File: src/rtl/tmrio_pkg.sv
package tmrio_pkg;

  localparam int CNT_W  = 16;
  localparam int DATA_W = 32;
  localparam int ADDR_W = 8;

  // Register byte offsets
  localparam logic [ADDR_W-1:0] OFS_CTRL_HIGH = 8'h00;
  localparam logic [ADDR_W-1:0] OFS_CTRL_LOW  = 8'h04;
  localparam logic [ADDR_W-1:0] OFS_MODE_REG  = 8'h08;
  localparam logic [ADDR_W-1:0] OFS_GEN_A     = 8'h0C;
  localparam logic [ADDR_W-1:0] OFS_GEN_C     = 8'h10;
  localparam logic [ADDR_W-1:0] OFS_STATUS    = 8'h14;

  // Field layout
  localparam int CTRL_W      = 8;
  localparam int FLD_W       = 4;
  localparam int FLD_BIT3    = 3;
  localparam int FLD_BIT2    = 2;
  localparam int FLD_BIT1    = 1;
  localparam int FLD_BIT0    = 0;
  localparam int BUF_A_BIT   = 4;
  localparam int ST_A_OUT    = 0;
  localparam int ST_A_OE     = 1;
  localparam int ST_C_OUT    = 2;
  localparam int ST_C_OE     = 3;
  localparam int ST_A_LVL    = 4;
  localparam int ST_C_LVL    = 5;

  // Reset values
  localparam logic [CTRL_W-1:0] CTRL_RST  = 8'h00;
  localparam logic [CTRL_W-1:0] MODE_RST  = 8'h00;
  localparam logic [CNT_W-1:0]  GEN_RST   = 16'hFFFF;

  // Mode codes named by the tests
  localparam logic [FLD_W-1:0] MODE_OFF_LO   = 4'h0;
  localparam logic [FLD_W-1:0] MODE_CAP_RISE = 4'h8;
  localparam logic [FLD_W-1:0] MODE_CAP_FALL = 4'h9;

  typedef enum logic [1:0] {
    TMRIO_ACT_NONE   = 2'h0,
    TMRIO_ACT_LOW    = 2'h1,
    TMRIO_ACT_HIGH   = 2'h2,
    TMRIO_ACT_TOGGLE = 2'h3
  } tmrio_act_t;

  typedef struct packed {
    logic       is_out;
    logic       oe;
    logic       init;
    tmrio_act_t act;
    logic       cap_rise;
    logic       cap_fall;
    logic       cap_ch1;
  } tmrio_dec_t;

  typedef struct packed {
    logic              psel;
    logic              penable;
    logic              pwrite;
    logic [ADDR_W-1:0] paddr;
    logic [DATA_W-1:0] pwdata;
  } tmrio_apb_req_t;

endpackage

File: src/rtl/tmrio_ch0.sv
// What this block does
// - Codes 0011/0111 compare, start 0/1, toggle on match; 0000/0100 disable.
// - Code 0001 starts low, 0101 starts high; both drive low on match.
// - Code 0010 starts low, 0110 starts high; both drive high on match.
// - Field A code 10xx captures from channel 0 pin A.
// - Code 1000 captures the counter on the rising capture edge.
// - Code 1001 captures the counter on the falling capture edge.
// - Codes 101x capture the counter on both edges.
// - Codes 11xx take the trigger from channel 1 count clock.
// - In that mode every channel 1 count up or down captures.
// - With A buffer enabled, register C gets no capture or compare.
//
// Design decisions made here: the address map and the APB register port.
module tmrio_ch0
  import tmrio_pkg::*;
(
  input  wire logic              sys_clk,
  input  wire logic              rst,
  input  wire tmrio_apb_req_t    apb,
  output logic [DATA_W-1:0]      prdata,
  output logic                   pready,
  output logic                   pslverr,
  input  wire logic [CNT_W-1:0]  counter_value,
  input  wire logic              ch1_count_pulse,
  input  wire logic              ch0_pin_a_in,
  input  wire logic              ch0_pin_c_in,
  output logic                   ch0_pin_a_out,
  output logic                   ch0_pin_a_oe,
  output logic                   ch0_pin_c_out,
  output logic                   ch0_pin_c_oe,
  output logic                   capture_a_pulse,
  output logic                   capture_c_pulse,
  output logic                   match_a_pulse,
  output logic                   match_c_pulse
);

  function automatic tmrio_dec_t decode(input logic [FLD_W-1:0] f);
    tmrio_dec_t d;
    d = '0;
    if (!f[FLD_BIT3]) begin
      d.is_out = 1'b1;
      d.oe     = f[FLD_BIT1] | f[FLD_BIT0];
      d.init   = f[FLD_BIT2];
      d.act    = tmrio_act_t'(f[FLD_BIT1:FLD_BIT0]);
    end else if (!f[FLD_BIT2]) begin
      // Pin source, edge select
      d.cap_rise = f[FLD_BIT1] | ~f[FLD_BIT0];
      d.cap_fall = f[FLD_BIT1] | f[FLD_BIT0];
    end else begin
      d.cap_ch1 = 1'b1;
    end
    return d;
  endfunction

  function automatic logic apply_act(input tmrio_act_t a, input logic lvl);
    logic r;
    r = lvl;
    case (a)
      TMRIO_ACT_LOW:    r = 1'b0;
      TMRIO_ACT_HIGH:   r = 1'b1;
      TMRIO_ACT_TOGGLE: r = ~lvl;
      default:          r = lvl;
    endcase
    return r;
  endfunction

  logic [CTRL_W-1:0] ctrl_high;
  logic [CTRL_W-1:0] ctrl_low;
  logic [CTRL_W-1:0] mode_reg;
  logic [CNT_W-1:0]  gen_a;
  logic [CNT_W-1:0]  gen_c;
  logic              a_s1;
  logic              a_s2;
  logic              a_s3;
  logic              c_s1;
  logic              c_s2;
  logic              c_s3;
  logic              eq_a_q;
  logic              eq_c_q;

  logic [CTRL_W-1:0] next_ctrl_high;
  logic [CTRL_W-1:0] next_ctrl_low;
  logic [CTRL_W-1:0] next_mode_reg;
  logic [CNT_W-1:0]  next_gen_a;
  logic [CNT_W-1:0]  next_gen_c;
  logic [DATA_W-1:0] next_prdata;
  logic              next_pready;
  logic              next_pslverr;
  logic              next_pin_a_out;
  logic              next_pin_a_oe;
  logic              next_pin_c_out;
  logic              next_pin_c_oe;

  tmrio_dec_t        dec_a;
  tmrio_dec_t        dec_c;
  tmrio_dec_t        dec_wr;
  logic              buf_en;
  logic              wr_en;
  logic              ld_a;
  logic              ld_c;
  logic              rise_a;
  logic              fall_a;
  logic              rise_c;
  logic              fall_c;
  logic              eq_a;
  logic              eq_c;
  logic              cmp_a;
  logic              cmp_c;
  logic              cap_a;
  logic              cap_c;
  logic              addr_hit;
  logic [DATA_W-1:0] rd_val;

  assign dec_a  = decode(ctrl_high[FLD_W-1:0]);
  assign dec_c  = decode(ctrl_low[FLD_W-1:0]);
  assign buf_en = mode_reg[BUF_A_BIT];
  // Field being written, so enable and level switch in one edge
  assign dec_wr = decode(apb.pwdata[FLD_W-1:0]);

  // Edges read only the second and third flops
  assign rise_a = a_s2 & ~a_s3;
  assign fall_a = ~a_s2 & a_s3;
  assign rise_c = c_s2 & ~c_s3;
  assign fall_c = ~c_s2 & c_s3;

  // Match on the first cycle of equality, so a stalled counter
  // does not re-fire the action every clock
  assign eq_a  = (counter_value == gen_a);
  assign eq_c  = (counter_value == gen_c);
  assign cmp_a = dec_a.is_out & eq_a & ~eq_a_q;
  // no compare on C while it buffers
  assign cmp_c = dec_c.is_out & eq_c & ~eq_c_q & ~buf_en;

  // field A pin capture uses pin A
  // both edges when both selects set
  assign cap_a = (dec_a.cap_rise & rise_a) | (dec_a.cap_fall & fall_a)
               | (dec_a.cap_ch1 & ch1_count_pulse);
  assign cap_c = ~buf_en & ((dec_c.cap_rise & rise_c)
               | (dec_c.cap_fall & fall_c)
               | (dec_c.cap_ch1 & ch1_count_pulse));

  // Write is taken on the edge that completes the access phase
  assign wr_en = apb.psel & apb.penable & pready & apb.pwrite;
  assign ld_a  = wr_en & (apb.paddr == OFS_CTRL_HIGH);
  assign ld_c  = wr_en & (apb.paddr == OFS_CTRL_LOW);

  always_comb begin
    addr_hit = 1'b1;
    rd_val   = '0;
    if (apb.paddr == OFS_CTRL_HIGH) begin
      rd_val[CTRL_W-1:0] = ctrl_high;
    end else if (apb.paddr == OFS_CTRL_LOW) begin
      rd_val[CTRL_W-1:0] = ctrl_low;
    end else if (apb.paddr == OFS_MODE_REG) begin
      rd_val[CTRL_W-1:0] = mode_reg;
    end else if (apb.paddr == OFS_GEN_A) begin
      rd_val[CNT_W-1:0] = gen_a;
    end else if (apb.paddr == OFS_GEN_C) begin
      rd_val[CNT_W-1:0] = gen_c;
    end else if (apb.paddr == OFS_STATUS) begin
      rd_val[ST_A_OUT] = ch0_pin_a_out;
      rd_val[ST_A_OE]  = ch0_pin_a_oe;
      rd_val[ST_C_OUT] = ch0_pin_c_out;
      rd_val[ST_C_OE]  = ch0_pin_c_oe;
      rd_val[ST_A_LVL] = a_s2;
      rd_val[ST_C_LVL] = c_s2;
    end else begin
      addr_hit = 1'b0;
    end
  end

  // Bus answer: zero wait states, ready in the first access cycle
  always_comb begin
    next_pready  = apb.psel & ~apb.penable;
    next_prdata  = prdata;
    next_pslverr = 1'b0;
    if (apb.psel & ~apb.penable) begin
      next_prdata  = apb.pwrite ? '0 : rd_val;
      next_pslverr = ~addr_hit;
    end
  end

  always_comb begin
    next_ctrl_high = ctrl_high;
    next_ctrl_low  = ctrl_low;
    next_mode_reg  = mode_reg;
    next_gen_a     = gen_a;
    next_gen_c     = gen_c;
    if (wr_en) begin
      if (apb.paddr == OFS_CTRL_HIGH) begin
        next_ctrl_high = apb.pwdata[CTRL_W-1:0];
      end else if (apb.paddr == OFS_CTRL_LOW) begin
        next_ctrl_low = apb.pwdata[CTRL_W-1:0];
      end else if (apb.paddr == OFS_MODE_REG) begin
        next_mode_reg = apb.pwdata[CTRL_W-1:0];
      end else if (apb.paddr == OFS_GEN_A) begin
        next_gen_a = apb.pwdata[CNT_W-1:0];
      end else if (apb.paddr == OFS_GEN_C) begin
        next_gen_c = apb.pwdata[CNT_W-1:0];
      end
    end
    // Capture beats a software write in the same cycle
    if (cap_a) begin
      next_gen_a = counter_value;
    end
    if (cap_c) begin
      next_gen_c = counter_value;
    end
  end

  always_comb begin
    next_pin_a_out = ch0_pin_a_out;
    next_pin_c_out = ch0_pin_c_out;
    next_pin_a_oe  = dec_a.oe;
    next_pin_c_oe  = dec_c.oe & ~buf_en;
    // toggle or fixed level on match
    if (cmp_a) begin
      next_pin_a_out = apply_act(dec_a.act, ch0_pin_a_out);
    end
    if (cmp_c) begin
      next_pin_c_out = apply_act(dec_c.act, ch0_pin_c_out);
    end
    // initial level loaded with the new field
    // enable follows the new field with the level
    if (ld_a) begin
      next_pin_a_out = apb.pwdata[FLD_BIT2];
      next_pin_a_oe  = dec_wr.oe;
    end
    if (ld_c) begin
      next_pin_c_out = apb.pwdata[FLD_BIT2];
      next_pin_c_oe  = dec_wr.oe & ~buf_en;
    end
  end

  always_ff @(posedge sys_clk) begin
    if (rst) begin
      ctrl_high       <= CTRL_RST;
      ctrl_low        <= CTRL_RST;
      mode_reg        <= MODE_RST;
      gen_a           <= GEN_RST;
      gen_c           <= GEN_RST;
      prdata          <= '0;
      pready          <= 1'b0;
      pslverr         <= 1'b0;
      ch0_pin_a_out   <= 1'b0;
      ch0_pin_a_oe    <= 1'b0;
      ch0_pin_c_out   <= 1'b0;
      ch0_pin_c_oe    <= 1'b0;
      capture_a_pulse <= 1'b0;
      capture_c_pulse <= 1'b0;
      match_a_pulse   <= 1'b0;
      match_c_pulse   <= 1'b0;
      a_s1            <= 1'b0;
      a_s2            <= 1'b0;
      a_s3            <= 1'b0;
      c_s1            <= 1'b0;
      c_s2            <= 1'b0;
      c_s3            <= 1'b0;
      eq_a_q          <= 1'b1;
      eq_c_q          <= 1'b1;
    end else begin
      ctrl_high       <= next_ctrl_high;
      ctrl_low        <= next_ctrl_low;
      mode_reg        <= next_mode_reg;
      gen_a           <= next_gen_a;
      gen_c           <= next_gen_c;
      prdata          <= next_prdata;
      pready          <= next_pready;
      pslverr         <= next_pslverr;
      ch0_pin_a_out   <= next_pin_a_out;
      ch0_pin_a_oe    <= next_pin_a_oe;
      ch0_pin_c_out   <= next_pin_c_out;
      ch0_pin_c_oe    <= next_pin_c_oe;
      capture_a_pulse <= cap_a;
      capture_c_pulse <= cap_c;
      match_a_pulse   <= cmp_a;
      match_c_pulse   <= cmp_c;
      a_s1            <= ch0_pin_a_in;
      a_s2            <= a_s1;
      a_s3            <= a_s2;
      c_s1            <= ch0_pin_c_in;
      c_s2            <= c_s1;
      c_s3            <= c_s2;
      eq_a_q          <= eq_a;
      eq_c_q          <= eq_c;
    end
  end

  a_toggle_on_match: assert property (
    @(posedge sys_clk) disable iff (rst)
    (cmp_a && dec_a.act == TMRIO_ACT_TOGGLE && !ld_a)
      |=> (ch0_pin_a_out != $past(ch0_pin_a_out)) && match_a_pulse)
    else $error("pin A did not toggle on match");

  a_off_no_drive: assert property (
    @(posedge sys_clk) disable iff (rst)
    (ctrl_high[FLD_W-1:0] == MODE_OFF_LO) [*2] |-> !ch0_pin_a_oe)
    else $error("pin A driven while output disabled");

  a_low_on_match: assert property (
    @(posedge sys_clk) disable iff (rst)
    (cmp_c && dec_c.act == TMRIO_ACT_LOW && !ld_c) |=> !ch0_pin_c_out)
    else $error("pin C not low after match");

  a_high_on_match: assert property (
    @(posedge sys_clk) disable iff (rst)
    (cmp_a && dec_a.act == TMRIO_ACT_HIGH && !ld_a) |=> ch0_pin_a_out)
    else $error("pin A not high after match");

  a_rise_capture: assert property (
    @(posedge sys_clk) disable iff (rst)
    (ctrl_high[FLD_W-1:0] == MODE_CAP_RISE && a_s2 && !a_s3)
      |=> capture_a_pulse && gen_a == $past(counter_value))
    else $error("rising edge did not capture into A");

  a_fall_capture: assert property (
    @(posedge sys_clk) disable iff (rst)
    (ctrl_high[FLD_W-1:0] == MODE_CAP_FALL && !a_s2 && a_s3)
      |=> capture_a_pulse && gen_a == $past(counter_value))
    else $error("falling edge did not capture into A");

  a_both_edges: assert property (
    @(posedge sys_clk) disable iff (rst)
    (ctrl_low[FLD_BIT3:FLD_BIT1] == 3'h5 && !buf_en && (c_s2 != c_s3))
      |=> capture_c_pulse && gen_c == $past(counter_value))
    else $error("edge of pin C missed in both-edge mode");

  a_ch1_capture: assert property (
    @(posedge sys_clk) disable iff (rst)
    (ctrl_high[FLD_BIT3:FLD_BIT2] == 2'h3 && ch1_count_pulse)
      |=> capture_a_pulse ##0 gen_a == $past(counter_value))
    else $error("channel 1 count did not capture");

  a_buffer_blocks_c: assert property (
    @(posedge sys_clk) disable iff (rst)
    buf_en |=> !capture_c_pulse && !match_c_pulse && !ch0_pin_c_oe)
    else $error("register C active while buffering");

  a_field_next_cycle: assert property (
    @(posedge sys_clk) disable iff (rst)
    ld_a |=> ctrl_high == $past(apb.pwdata[CTRL_W-1:0])
      && ch0_pin_a_out == $past(apb.pwdata[FLD_BIT2]))
    else $error("new field A not applied next cycle");

endmodule

File: config.mk
export PLATFORM = sky130hd
export DESIGN_NAME = tmrio_ch0
export DESIGN_NICKNAME = d
export VERILOG_FILES = /design/src/rtl/tmrio_pkg.sv /design/src/rtl/tmrio_ch0.sv
export SDC_FILE = /design/constraint.sdc
export NUM_CORES = 1
export LEC_CHECK = 0
export ABC_AREA = 1
export ABC_CLOCK_PERIOD_IN_PS = 1600
export BUFFER_PORTS_ARGS = -buffer_cell sky130_fd_sc_hd__buf_2
export CAP_MARGIN = 5
export CELL_PAD_IN_SITES_DETAIL_PLACEMENT = 1
export CELL_PAD_IN_SITES_GLOBAL_PLACEMENT = 2
export CORE_ASPECT_RATIO = 1.1
export CORE_MARGIN = 4
export CORE_UTILIZATION = 30
export DETAILED_ROUTE_END_ITERATION = 7
export PLACE_DENSITY_LB_ADDON = 0.2
export SYNTH_ARGS = -nofsm -noshare
export SYNTH_HDL_FRONTEND = slang
export SYNTH_SLANG_ARGS = --single-unit
File: constraint.sdc
create_clock -name sys_clk -period 1.6 [get_ports sys_clk]
set_input_delay 0.32 -clock sys_clk [delete_from_list [all_inputs] [get_ports sys_clk]]
set_output_delay 0.32 -clock sys_clk [all_outputs]
set_load 0.005 [all_outputs]
## After elaboration in Yosys (flattened, before gate mapping)

Cells that the tools add are included.

- Word-level logic and storage cells: 157
- Register bits: 106
- Output and inout bits: 42
- Input port bits: 64

- Reductions and logical operators: 17
- Equality and inequality tests: 20
- Muxes and demuxes: 47
- Bitwise gates (word level): 49

Operator list:

| cell | number |
|---|---|
| 16-bit two-way mux | 15 |
| 8-bit two-way mux | 6 |
| 16-bit == test | 2 |
| 1-bit bitwise AND | 24 |
| 8-bit by 4-bit == test with 1-bit output, second input constant | 2 |
| 8-bit by 5-bit == test with 1-bit output, second input constant | 2 |
| 1-bit inverter | 16 |
| 1-bit two-way mux | 14 |
| 2-bit != test, second input constant | 7 |
| 6-bit two-way mux | 2 |
| 2-bit nonzero test | 6 |
| 10-bit two-way mux | 1 |
| 5-bit two-way mux | 2 |
| 1-bit bitwise OR | 9 |
| 2-bit == test, second input constant | 4 |
| 8-bit by 3-bit == test with 1-bit output, second input constant | 1 |
| 8-bit zero test | 1 |
| 4-bit nonzero test | 2 |
| 3-bit two-way mux | 2 |
| 1-bit case mux with 3 select lines | 2 |
| 2-bit AND reduction | 3 |
| 6-bit AND reduction | 1 |
| 5-bit AND reduction | 1 |
| 2-bit by 1-bit == test with 1-bit output, second input constant | 2 |
| 5 further kinds | 6 |

## Longest topological paths before layout

Gate-level depths: netlist (run 1).

- Word-level depth: 10
- Mapped depth: 12
- Gate-level depth less buffers: 12

## Worst setup path before layout (run 1)

OpenSTA, ideal clock, no wires.

- Path kind: register to register
- Start: register ctrl_high[0]
- End: register gen_a[13]
- Clock period less this slack: 1.395 ns
- Setup time: 0.134 ns
- Setup slack: 0.205 ns
- Data required time: 1.466 ns
- Buffers on the path: 1
- Cell stages (with the launch flop): 9
- Data arrival time: 1.262 ns
- Cell sequence: dfxtp_1 -> inv_1 -> o21ai_0 -> nand3_1 -> o211ai_2 -> clkbuf_1 -> nand2_1 -> o211ai_1 -> nand3_1

- Longest elaborated chain between the ends: 9
- Elaborated cells on any way between the ends: 16
- Classes of those cells: 3 x eq/ne; 3 x mux; 7 x bitwise; 3 x reduce/logical

RTL lines:

| what | line | RTL |
|---|---|---|
| from (decl) | tmrio_ch0.sv:67 | `logic [CTRL_W-1:0] ctrl_high;` |
| from (signal assigned) | tmrio_ch0.sv:262 | `ctrl_high <= next_ctrl_high;` |
| 1-bit inverter | tmrio_ch0.sv:47 | `d.cap_rise = f[FLD_BIT1] \| ~f[FLD_BIT0];` |
| 1-bit bitwise OR | tmrio_ch0.sv:47 |  |
| 2-bit two-way mux * | tmrio_ch0.sv:45 | `end else if (!f[FLD_BIT2]) begin` |
| 3-bit two-way mux * | tmrio_ch0.sv:40 | `if (!f[FLD_BIT3]) begin` |
| 1-bit bitwise AND | tmrio_ch0.sv:136 | `assign cap_a = (dec_a.cap_rise & rise_a) \| (dec_a.cap_fall & fall_a)` |
| 1-bit bitwise OR * | tmrio_ch0.sv:136 |  |
| 1-bit bitwise OR * | tmrio_ch0.sv:137 | `\| (dec_a.cap_ch1 & ch1_count_pulse);` |
| 2-bit != test (no source line) or 2-bit nonzero test (tied branches) | - |  |
| 5-bit AND reduction (no source line) | - |  |
| to (signal assigned) | tmrio_ch0.sv:265 | `gen_a <= next_gen_a;` |
| to (decl) | tmrio_ch0.sv:70 | `logic [CNT_W-1:0] gen_a;` |

Every way passes the cells marked *; elsewhere a longest branch is shown, timed or not.
A chain may end at the register's enable or synchronous reset.

## Final worst setup path (run 1)

- Start: register ctrl_low[0]
- End: register gen_c[2]

- Longest elaborated chain between the ends: 10
- Elaborated cells on any way between the ends: 18
- Classes of those cells: 4 x eq/ne; 3 x mux; 8 x bitwise; 3 x reduce/logical

RTL lines:

| what | line | RTL |
|---|---|---|
| from (decl) | tmrio_ch0.sv:68 | `logic [CTRL_W-1:0] ctrl_low;` |
| from (signal assigned) | tmrio_ch0.sv:263 | `ctrl_low <= next_ctrl_low;` |
| 1-bit inverter | tmrio_ch0.sv:47 |  |
| 1-bit bitwise OR | tmrio_ch0.sv:47 |  |
| 2-bit two-way mux * | tmrio_ch0.sv:45 |  |
| 3-bit two-way mux * | tmrio_ch0.sv:40 |  |
| 1-bit bitwise AND | tmrio_ch0.sv:138 | `assign cap_c = ~buf_en & ((dec_c.cap_rise & rise_c)` |
| 1-bit bitwise OR * | tmrio_ch0.sv:139 | `\| (dec_c.cap_fall & fall_c)` |
| 1-bit bitwise OR * | tmrio_ch0.sv:140 | `\| (dec_c.cap_ch1 & ch1_count_pulse));` |
| 1-bit bitwise AND * | tmrio_ch0.sv:138 |  |
| 2-bit != test (no source line) or 2-bit nonzero test (tied branches) | - |  |
| 6-bit AND reduction (no source line) | - |  |
| to (signal assigned) | tmrio_ch0.sv:266 | `gen_c <= next_gen_c;` |
| to (decl) | tmrio_ch0.sv:71 | `logic [CNT_W-1:0] gen_c;` |

Marks and branches as above.

==> results_tabular.tex, run 1 <==
\begin{tabular}{lr}
\hline
Metric & Value \\
\hline
\multicolumn{2}{l}{\textbf{Run status}} \\
\quad Result of the run & finished clean \\
\multicolumn{2}{l}{\textbf{Power and ir drop}} \\
\quad Clk pwr share & 0.435 \\
\quad Combinational power share & 0.091 \\
\quad Total Power Consumption & 4.762 mW \\
\quad Largest voltage drop on the vdd net & 493.3 uV \\
\quad Lkg Pwr & 3.385 nW \\
\quad Relative contribution of sequential cells to total power & 0.474 \\
\quad Internal Power & 3.531 mW \\
\quad Share of total power consumed by net switching & 0.2585 \\
\quad Total net switching power & 1.231 mW \\
\quad Ratio of total power to cell area & 712.2 nW/um\^{}2 \\
\multicolumn{2}{l}{\textbf{Synth}} \\
\quad Avg Inst Size Synth & 6.617 sq um \\
\quad Post-synth EDFFs & 0 \\
\quad Cell with the most instances after synthesis & nand2\_1 \\
\quad Register bit total from synthesis & 90 \\
\quad Share of the synthesized area in compound gates (AO/OA/AOI/OAI) & 0.1237 \\
\quad Proportion of register bits with asynchronous set or reset after synthesis & 0 \\
\quad Library cell occupying the most area in the post-synthesis netlist & dfxtp\_1 \\
\quad Combined area of all synthesized cells & 5280 sq um \\
\quad Post-synthesis share of cell area spent on and, or, nand and nor gates & 0.3618 \\
\quad Share of the synthesized area in the top cell type & 0.3412 \\
\quad Combinational family with the most area after synthesis & simple AND/OR/NAND/NOR gates \\
\quad Total of warnings raised by yosys & 0 \\
\quad Dominant cells by area after synthesis & dfxtp\_1 34\%, nand2\_1 15\%, nand3\_1 9.9\% \\
\quad Synth unique cells & 41 \\
\quad Seq/Total Area, Yosys & 0.3412 \\
\quad Arithmetic-cell share of the synthesized area counting full adders, half adders and majority gates & 0.009479 \\
\quad Mux cell area share after synthesis & 0 \\
\quad Xor-xnor portion of the synthesized cell area & 0.02322 \\
\quad Gate Count Post-Synth & 798 \\
\quad Most used DFF post-synth & dfxtp\_1 \\
\quad Most used standard cells in the synthesized netlist & 210 x nand2\_1, 105 x inv\_1, 104 x nand3\_1 \\
\multicolumn{2}{l}{\textbf{Clock network}} \\
\quad Clock Tree Buf Depth & 2 \\
\quad Total clock buffers created by CTS & 9 \\
\quad Clock transition at the register clock pins on the worst setup and hold paths after CTS & 0.07 ns \\
\quad Master cell of the clock root buffer & clkbuf\_16 \\
\quad TritonCTS clock tree & done \\
\quad Skew-Pair Late Insertion Delay & 0.36 ns \\
\quad Sinks on the clock net & 90 \\
\quad H-tree level count & 3 \\
\multicolumn{2}{l}{\textbf{Global route}} \\
\quad Number of antenna violations at the first check in global routing & 0 \\
\quad Leftover overflow at the end of global routing & 0 \\
\quad Number of global-route vias before repair & 5630 \\
\quad Maximum number of pins on one net before global-route repair & 59 \\
\quad Wire length of the first global-routing pass & 29.68 mm \\
\quad Gr usage total & 0.1901 \\
\multicolumn{2}{l}{\textbf{Floorplan}} \\
\quad IO Pins & 106 \\
\quad Core area & 17140 sq um \\
\quad Area of the die & 19790 sq um \\
\quad Std cell rows & 50 \\
\quad Die Y-Extent & 147.1 um \\
\quad Effective utilization at floorplan & 0.3080 \\
\quad Horiz. Die Dim & 134.5 um \\
\multicolumn{2}{l}{\textbf{Layout}} \\
\quad Number of nets in the finished design & 991 \\
\quad Count of fill cells added during filler insertion & 2246 \\
\quad Final core area utilization & 0.3901 \\
\quad Area grow syn2layout & 26.64\% \\
\quad Antenna cells & 0 \\
\quad Largest registers in the final layout & gen\_a: 16 flops, gen\_c: 16 flops, prdata: 16 flops \\
\quad Fraction of final layout cells sized beyond drive strength 1 & 0.2438 \\
\multicolumn{2}{l}{\textbf{Setup path}} \\
\quad Worst setup path category & flip-flop to flip-flop \\
\quad Sum of buffers and inverters on the critical path & 2 \\
\quad Chain of cells forming the critical path & inv\_2 -> o211ai\_1 -> o311ai\_4 -> nand2\_4 -> buf\_12 -> nand2\_8 -> nand3\_2 -> nand3\_1 \\
\quad CP arrival & 1.80 ns \\
\quad CP endpoint kind & flip-flop \\
\quad Delay of the slowest cell on the worst path & 0.37 ns \\
\quad Crit-path slowest cell & dfxtp\_4 \\
\quad Worst EP required & 1.83 ns \\
\quad Largest fanout on the critical path & 8 \\
\quad CP delay by family, top & compound AO/OA/AOI/OAI gates \\
\quad Kind of start point of the critical path & flip-flop \\
\multicolumn{2}{l}{\textbf{Timing}} \\
\quad Unrepaired setup endpoints after global routing & true \\
\quad Setup Total Neg Slack & 0 ns \\
\quad Final setup violation count & 0 \\
\quad Min Hold Slack & 0.1695 ns \\
\quad Number of max-slew violations in the final report & 0 \\
\quad Final Skew & 0.01004 ns \\
\quad Shortest clock period the worst path allows after layout & 1.570 ns \\
\quad Number of hold violations in the final report & 0 \\
\quad F\_max & 0.6371 GHz \\
\quad Fin crit share & 0.9810 \\
\quad Smallest setup slack after layout & 0.03046 ns \\
\multicolumn{2}{l}{\textbf{Route}} \\
\quad Post-detailed-routing wire length & 18.63 mm \\
\quad Vias per inst & 4.680 \\
\quad Vias & 5433 \\
\quad Post-route DRC violation count & 0 \\
\quad Residual antenna-violating net count after detailed routing & 0 \\
\quad Detailed router's first-iteration violation count & 230 \\
\quad Routed WL per cell & 16.04 um \\
\quad Pre-antenna DRT Iters & 4 \\
\multicolumn{2}{l}{\textbf{Job}} \\
\quad Max capacitance violation total & 0 \\
\multicolumn{2}{l}{\textbf{Placement}} \\
\quad Number of port buffers & 73 \\
\quad Sum of net half-perimeters after detailed placement & 14.40 mm \\
\quad Routability congestion estimate from global placement & 0.8651 \\
\quad Worst setup slack after placement & -0.09623 ns \\
\multicolumn{2}{l}{\textbf{Min path}} \\
\quad Tightest Hold Check Type & input port to flip-flop \\
\hline
\end{tabular}
==> worst register-to-register path, cell delays in order, from the launching register on <==
cell      delay [ns]
dfxtp_4         0.37
inv_2           0.04
o211ai_1        0.26
o311ai_4        0.21
nand2_4         0.17
buf_12          0.14
nand2_8         0.09
nand3_2         0.10
nand3_1         0.06
==> cells in the final DEF, fill, tap and decap left out, types with 10 or more instances in the layout <==
| master | n |
|---|---|
| buf_2 | 73 |
| nor2_1 | 55 |
| nand3_2 | 11 |
| o211ai_1 | 18 |
| conb_1 | 16 |
| o21ai_0 | 41 |
| dfxtp_1 | 81 |
| buf_4 | 57 |
| nor2_2 | 14 |
| inv_1 | 101 |
| nand2_1 | 210 |
| inv_2 | 10 |
| a21oi_1 | 43 |
| nand3_1 | 94 |
==> metal layers <==
| metal | wire, um | up-vias | GRT usage |
|---|---|---|---|
| li1 | - | 2763 | - |
| met1 | 8239 | 2577 | 0.2298 |
| met2 | 9445 | 74 | 0.3405 |
| met3 | 596 | 19 | 0.03938 |
| met4 | 346 | 0 | 0.05143 |
| met5 | 0 | - | 0 |
==> power by group through the flow <==
stage          registers, mW  logic (mW)  clock network [mW]
2_1_floorplan           2.31       0.236                   0
3_3_place_gp            2.31       0.415                   0
3_5_place_dp            2.31       0.427                   0
4_1_cts                 2.26       0.430                2.12
5_1_grt                 2.26       0.489                2.23
6_report                2.26       0.434                2.07
==> path summary, 6_finish.rpt <==
check / end / cells past startpoint / slack [ns] / start
worst min register to register: a_s2 / 2 / 0.40 / a_s1
worst max-delay path: gen_c[2] / 8 / 0.03 / ctrl_low[0]
worst max register to register: gen_c[2] / 8 / 0.03 / ctrl_low[0]
worst min-delay path: a_s1 / 3 / 0.17 / ch0_pin_a_in
==> area by class of cell <==
cell class | count | area (sq um) | area share
flip-flops and latches | 90 | 1815 | 0.2715
clock inverters | 2 | 12.51 | 0.001871
multi-input cells | 566 | 2907 | 0.4347
well taps | 234 | 292.8 | 0.04379
clock buffers | 13 | 260.3 | 0.03892
repair buffers | 141 | 955.9 | 0.1430
inverters | 115 | 442.9 | 0.06624
==> logic make-up after synthesis <==
logic type      Yosys count
simple gates            418
compound gates          113
flops                    90
buf+inv                 158
fa+ha+maj                 4
xor+xnor                 14
other cells               1
==> what timing repair did <==
action	4_1_cts	5_1_grt
buffers inserted	1	3
pin swaps	3	8
hold endpoints to repair	0	0
setup endpoints to repair	13	36
hold buffers	0	0
cloned	0	1
gates resized for setup	6	38
==> through the flow <==
stage,std cells,area [sq um]
2_1_floorplan,813,5336
6_report,1161,6686
5_1_grt,1161,6686
4_1_cts,1157,6515
3_5_place_dp,1141,6213
3_3_place_gp,1141,6213
No activity file was read; power rests on OpenSTA's default activity.
==> run 2, diff against run 1 <==
--- a/config.mk
+++ b/config.mk
@@ -9,11 +9,9 @@
 export ABC_CLOCK_PERIOD_IN_PS = 1600
 export BUFFER_PORTS_ARGS = -buffer_cell sky130_fd_sc_hd__buf_2
 export CAP_MARGIN = 5
-export CELL_PAD_IN_SITES_DETAIL_PLACEMENT = 1
-export CELL_PAD_IN_SITES_GLOBAL_PLACEMENT = 2
 export CORE_ASPECT_RATIO = 1.1
 export CORE_MARGIN = 4
-export CORE_UTILIZATION = 30
+export CORE_UTILIZATION = 55
 export DETAILED_ROUTE_END_ITERATION = 7
 export PLACE_DENSITY_LB_ADDON = 0.2
 export SYNTH_ARGS = -nofsm -noshare
==> run 2 against run 1 <==
Power decreased by 11%. Core utilization increased by 29 points. Clock power decreased by 23%. Sequential share of layout area increased by 1.2 points. Critical path depth decreased by 2. Via count increased by 2.9%. Critical endpoint is now gen_c[7]. Largest power group unchanged.
==> results_tabular.tex, run 2 (synthesized netlist as in run 1, its figures left out) <==
\begin{tabular}{lr}
\hline
Metric & Value \\
\hline
\multicolumn{2}{l}{\textbf{Layout}} \\
\quad Area grow syn2layout & 20.69\% \\
\quad Antenna cells & 0 (unchanged) \\
\quad Top library cells by usage in the layout, fill and taps aside & 208 x nand2\_1, 103 x inv\_1, 101 x nand3\_1, 86 x dfxtp\_1, 73 x buf\_2 \\
\quad Final Instance Count excl. Fillers & 1038 (-11\%) \\
\quad Number of nets in the finished design & 984 (-0.71\%) \\
\quad Fraction of final layout cells sized beyond drive strength 1 & 0.2226 (-0.02121) \\
\quad Largest registers in the final layout & gen\_a: 16 flops, gen\_c: 16 flops, prdata: 16 flops \\
\quad Final core area utilization & 0.6814 (+0.2914) \\
\quad Leading cell type in the layout, fill and taps excluded & nand2\_1 \\
\quad Count of fill cells added during filler insertion & 823 (-63\%) \\
\multicolumn{2}{l}{\textbf{Setup path}} \\
\quad CP arrival & 1.89 ns (+0.09 ns) \\
\quad Kind of start point of the critical path & flip-flop \\
\quad CP endpoint kind & flip-flop \\
\quad Worst EP required & 1.91 ns (+0.08 ns) \\
\quad Worst setup path category & flip-flop to flip-flop \\
\quad Largest fanout on the critical path & 16 (+8) \\
\multicolumn{2}{l}{\textbf{Route}} \\
\quad Detailed router's first-iteration violation count & 413 (+80\%) \\
\quad Post-detailed-routing wire length & 15.35 mm (-18\%) \\
\quad Vias & 5589 (+2.9\%) \\
\quad Residual antenna-violating net count after detailed routing & 0 (unchanged) \\
\quad Pre-antenna DRT Iters & 5 (+1) \\
\quad Vias per inst & 5.384 (+15\%) \\
\quad Routed WL per cell & 14.78 um (-7.9\%) \\
\quad Post-route DRC violation count & 0 (unchanged) \\
\multicolumn{2}{l}{\textbf{Placement}} \\
\quad Cell count after placement & 1007 (-12\%) \\
\quad Sum of net half-perimeters after detailed placement & 11.04 mm (-23\%) \\
\quad Worst setup slack after placement & -0.1256 ns (-0.02937 ns) \\
\quad Routability congestion estimate from global placement & 0.9411 (+8.8\%) \\
\quad Number of port buffers & 73 (unchanged) \\
\multicolumn{2}{l}{\textbf{Timing}} \\
\quad Final setup violation count & 0 (unchanged) \\
\quad F\_max & 0.6335 GHz (-0.57\%) \\
\quad Fin crit share & 0.9866 (+0.005656) \\
\quad Shortest clock period the worst path allows after layout & 1.579 ns (+0.009050 ns) \\
\quad Smallest setup slack after layout & 0.02141 ns (-0.009050 ns) \\
\quad Unrepaired setup endpoints after global routing & true \\
\quad Final Skew & 0.01201 ns (+0.001970 ns) \\
\quad Number of max-slew violations in the final report & 0 (unchanged) \\
\quad Number of hold violations in the final report & 0 (unchanged) \\
\multicolumn{2}{l}{\textbf{Power and ir drop}} \\
\quad Ratio of total power to cell area & 666.0 nW/um\^{}2 (-6.5\%) \\
\quad Clk pwr share & 0.375 (-0.060) \\
\quad Largest voltage drop on the vdd net & 486.6 uV (-1.4\%) \\
\quad Combinational power share & 0.093 (+0.002) \\
\quad Share of total power consumed by net switching & 0.2579 (-0.0005898) \\
\quad Relative contribution of sequential cells to total power & 0.532 (+0.058) \\
\quad Total net switching power & 1.095 mW (-11\%) \\
\quad Lkg Pwr & 3.349 nW (-1.0\%) \\
\quad Total Power Consumption & 4.244 mW (-11\%) \\
\quad Internal Power & 3.150 mW (-11\%) \\
\multicolumn{2}{l}{\textbf{Floorplan}} \\
\quad Area of the die & 11230 sq um (-43\%) \\
\quad Horiz. Die Dim & 101.4 um (-25\%) \\
\quad Die Y-Extent & 110.8 um (-25\%) \\
\quad IO Pins & 106 (unchanged) \\
\quad Core area & 9351 sq um (-45\%) \\
\quad Std cell rows & 37 (-26\%) \\
\quad Effective utilization at floorplan & 0.5646 (+0.2566) \\
\multicolumn{2}{l}{\textbf{Job}} \\
\quad Max capacitance violation total & 0 (unchanged) \\
\multicolumn{2}{l}{\textbf{Clock network}} \\
\quad Skew-Pair Late Insertion Delay & 0.36 ns (about the same) \\
\quad H-tree level count & 3 (unchanged) \\
\quad Master cell of the clock root buffer & clkbuf\_8 \\
\quad Hold bufs inserted after CTS & 0 (unchanged) \\
\quad TritonCTS clock tree & done \\
\quad Clock transition at the register clock pins on the worst setup and hold paths after CTS & 0.10 ns (+0.03 ns) \\
\quad Total clock buffers created by CTS & 9 (unchanged) \\
\quad Sinks on the clock net & 90 (unchanged) \\
\quad Clock Tree Buf Depth & 2 (unchanged) \\
\multicolumn{2}{l}{\textbf{Run status}} \\
\quad Result of the run & finished clean \\
\multicolumn{2}{l}{\textbf{Global route}} \\
\quad Leftover overflow at the end of global routing & 0 (unchanged) \\
\quad Number of antenna violations at the first check in global routing & 0 (unchanged) \\
\quad Number of global-route vias before repair & 5229 (-7.1\%) \\
\quad Gr usage total & 0.2681 (+0.07800) \\
\quad Wire length of the first global-routing pass & 24.48 mm (-18\%) \\
\quad Maximum number of pins on one net before global-route repair & 59 (unchanged) \\
\multicolumn{2}{l}{\textbf{Min path}} \\
\quad Tightest Hold Check Type & input port to flip-flop \\
\hline
\end{tabular}
[run 2: critical path, cell delays in order (launching register included)]
cell	delay (ns)
dfxtp_1	0.40
nand4_4	0.19
inv_1	0.25
nand2_2	0.21
nand2_4	0.26
nand3_1	0.13
nand3_1	0.10
[run 2: per-stage QoR]
step / instance area, sq um / hold slack (ns) / TNS (ns)
4_1_cts: 6171 / 0.1507 / 0
3_5_place_dp: 5952 / 0.4003 / -2.040
2_1_floorplan: 5336 / 0.3883 / 0
6_report: 6372 / 0.1577 / 0
3_3_place_gp: 5952 / 0.3926 / -1.237
5_1_grt: 6372 / 0.1540 / -0.2737
[run 2: area by class of cell]
| type | count | area (sq um) | share of cell area |
|---|---|---|---|
| multi-input combinational | 565 | 2840 | 0.4457 |
| sequential | 90 | 1807 | 0.2835 |
| timing repair buffer | 135 | 935.9 | 0.1469 |
| inverter | 115 | 439.2 | 0.06892 |
| tap | 117 | 146.4 | 0.02297 |
| clock buffer | 10 | 137.6 | 0.02160 |
| clock inverter | 6 | 66.31 | 0.01041 |
[run 2: timing repair]
item                       4_1_cts  5_1_grt
cloned                           0        3
pin swaps                        0        7
hold endpoints to repair         0        0
gates resized for setup          3       19
setup endpoints to repair       13       34
buffers inserted                 0       12
[run 2: power by group through the flow]
| stage | sequential, mW | clock [mW] | combinational, mW |
|---|---|---|---|
| global placement | 2.31 | 0 | 0.373 |
| detailed placement | 2.31 | 0 | 0.381 |
| CTS | 2.26 | 1.62 | 0.383 |
| finish | 2.26 | 1.59 | 0.395 |
| global route | 2.26 | 1.73 | 0.440 |
| floorplan | 2.31 | 0 | 0.236 |
[run 2: path summary, 6_finish.rpt]
path	start	to	slack, ns	cells after the start
min reg2reg	c_s1	c_s2	0.40	2
max reg2reg	pready	gen_c[7]	0.02	6
min	ch0_pin_a_in	a_s1	0.16	3
max	pready	gen_c[7]	0.02	6
[run 2: per-layer routing]
metal | wire [um] | GRT usage | up-vias | share of wire
met5 | 0 | 0 | - | 0
met4 | 479 | 0.08954 | 0 | 0.031
met3 | 1398 | 0.04342 | 46 | 0.091
met2 | 7458 | 0.4428 | 277 | 0.49
met1 | 6008 | 0.3518 | 2512 | 0.39
li1 | - | - | 2754 | -
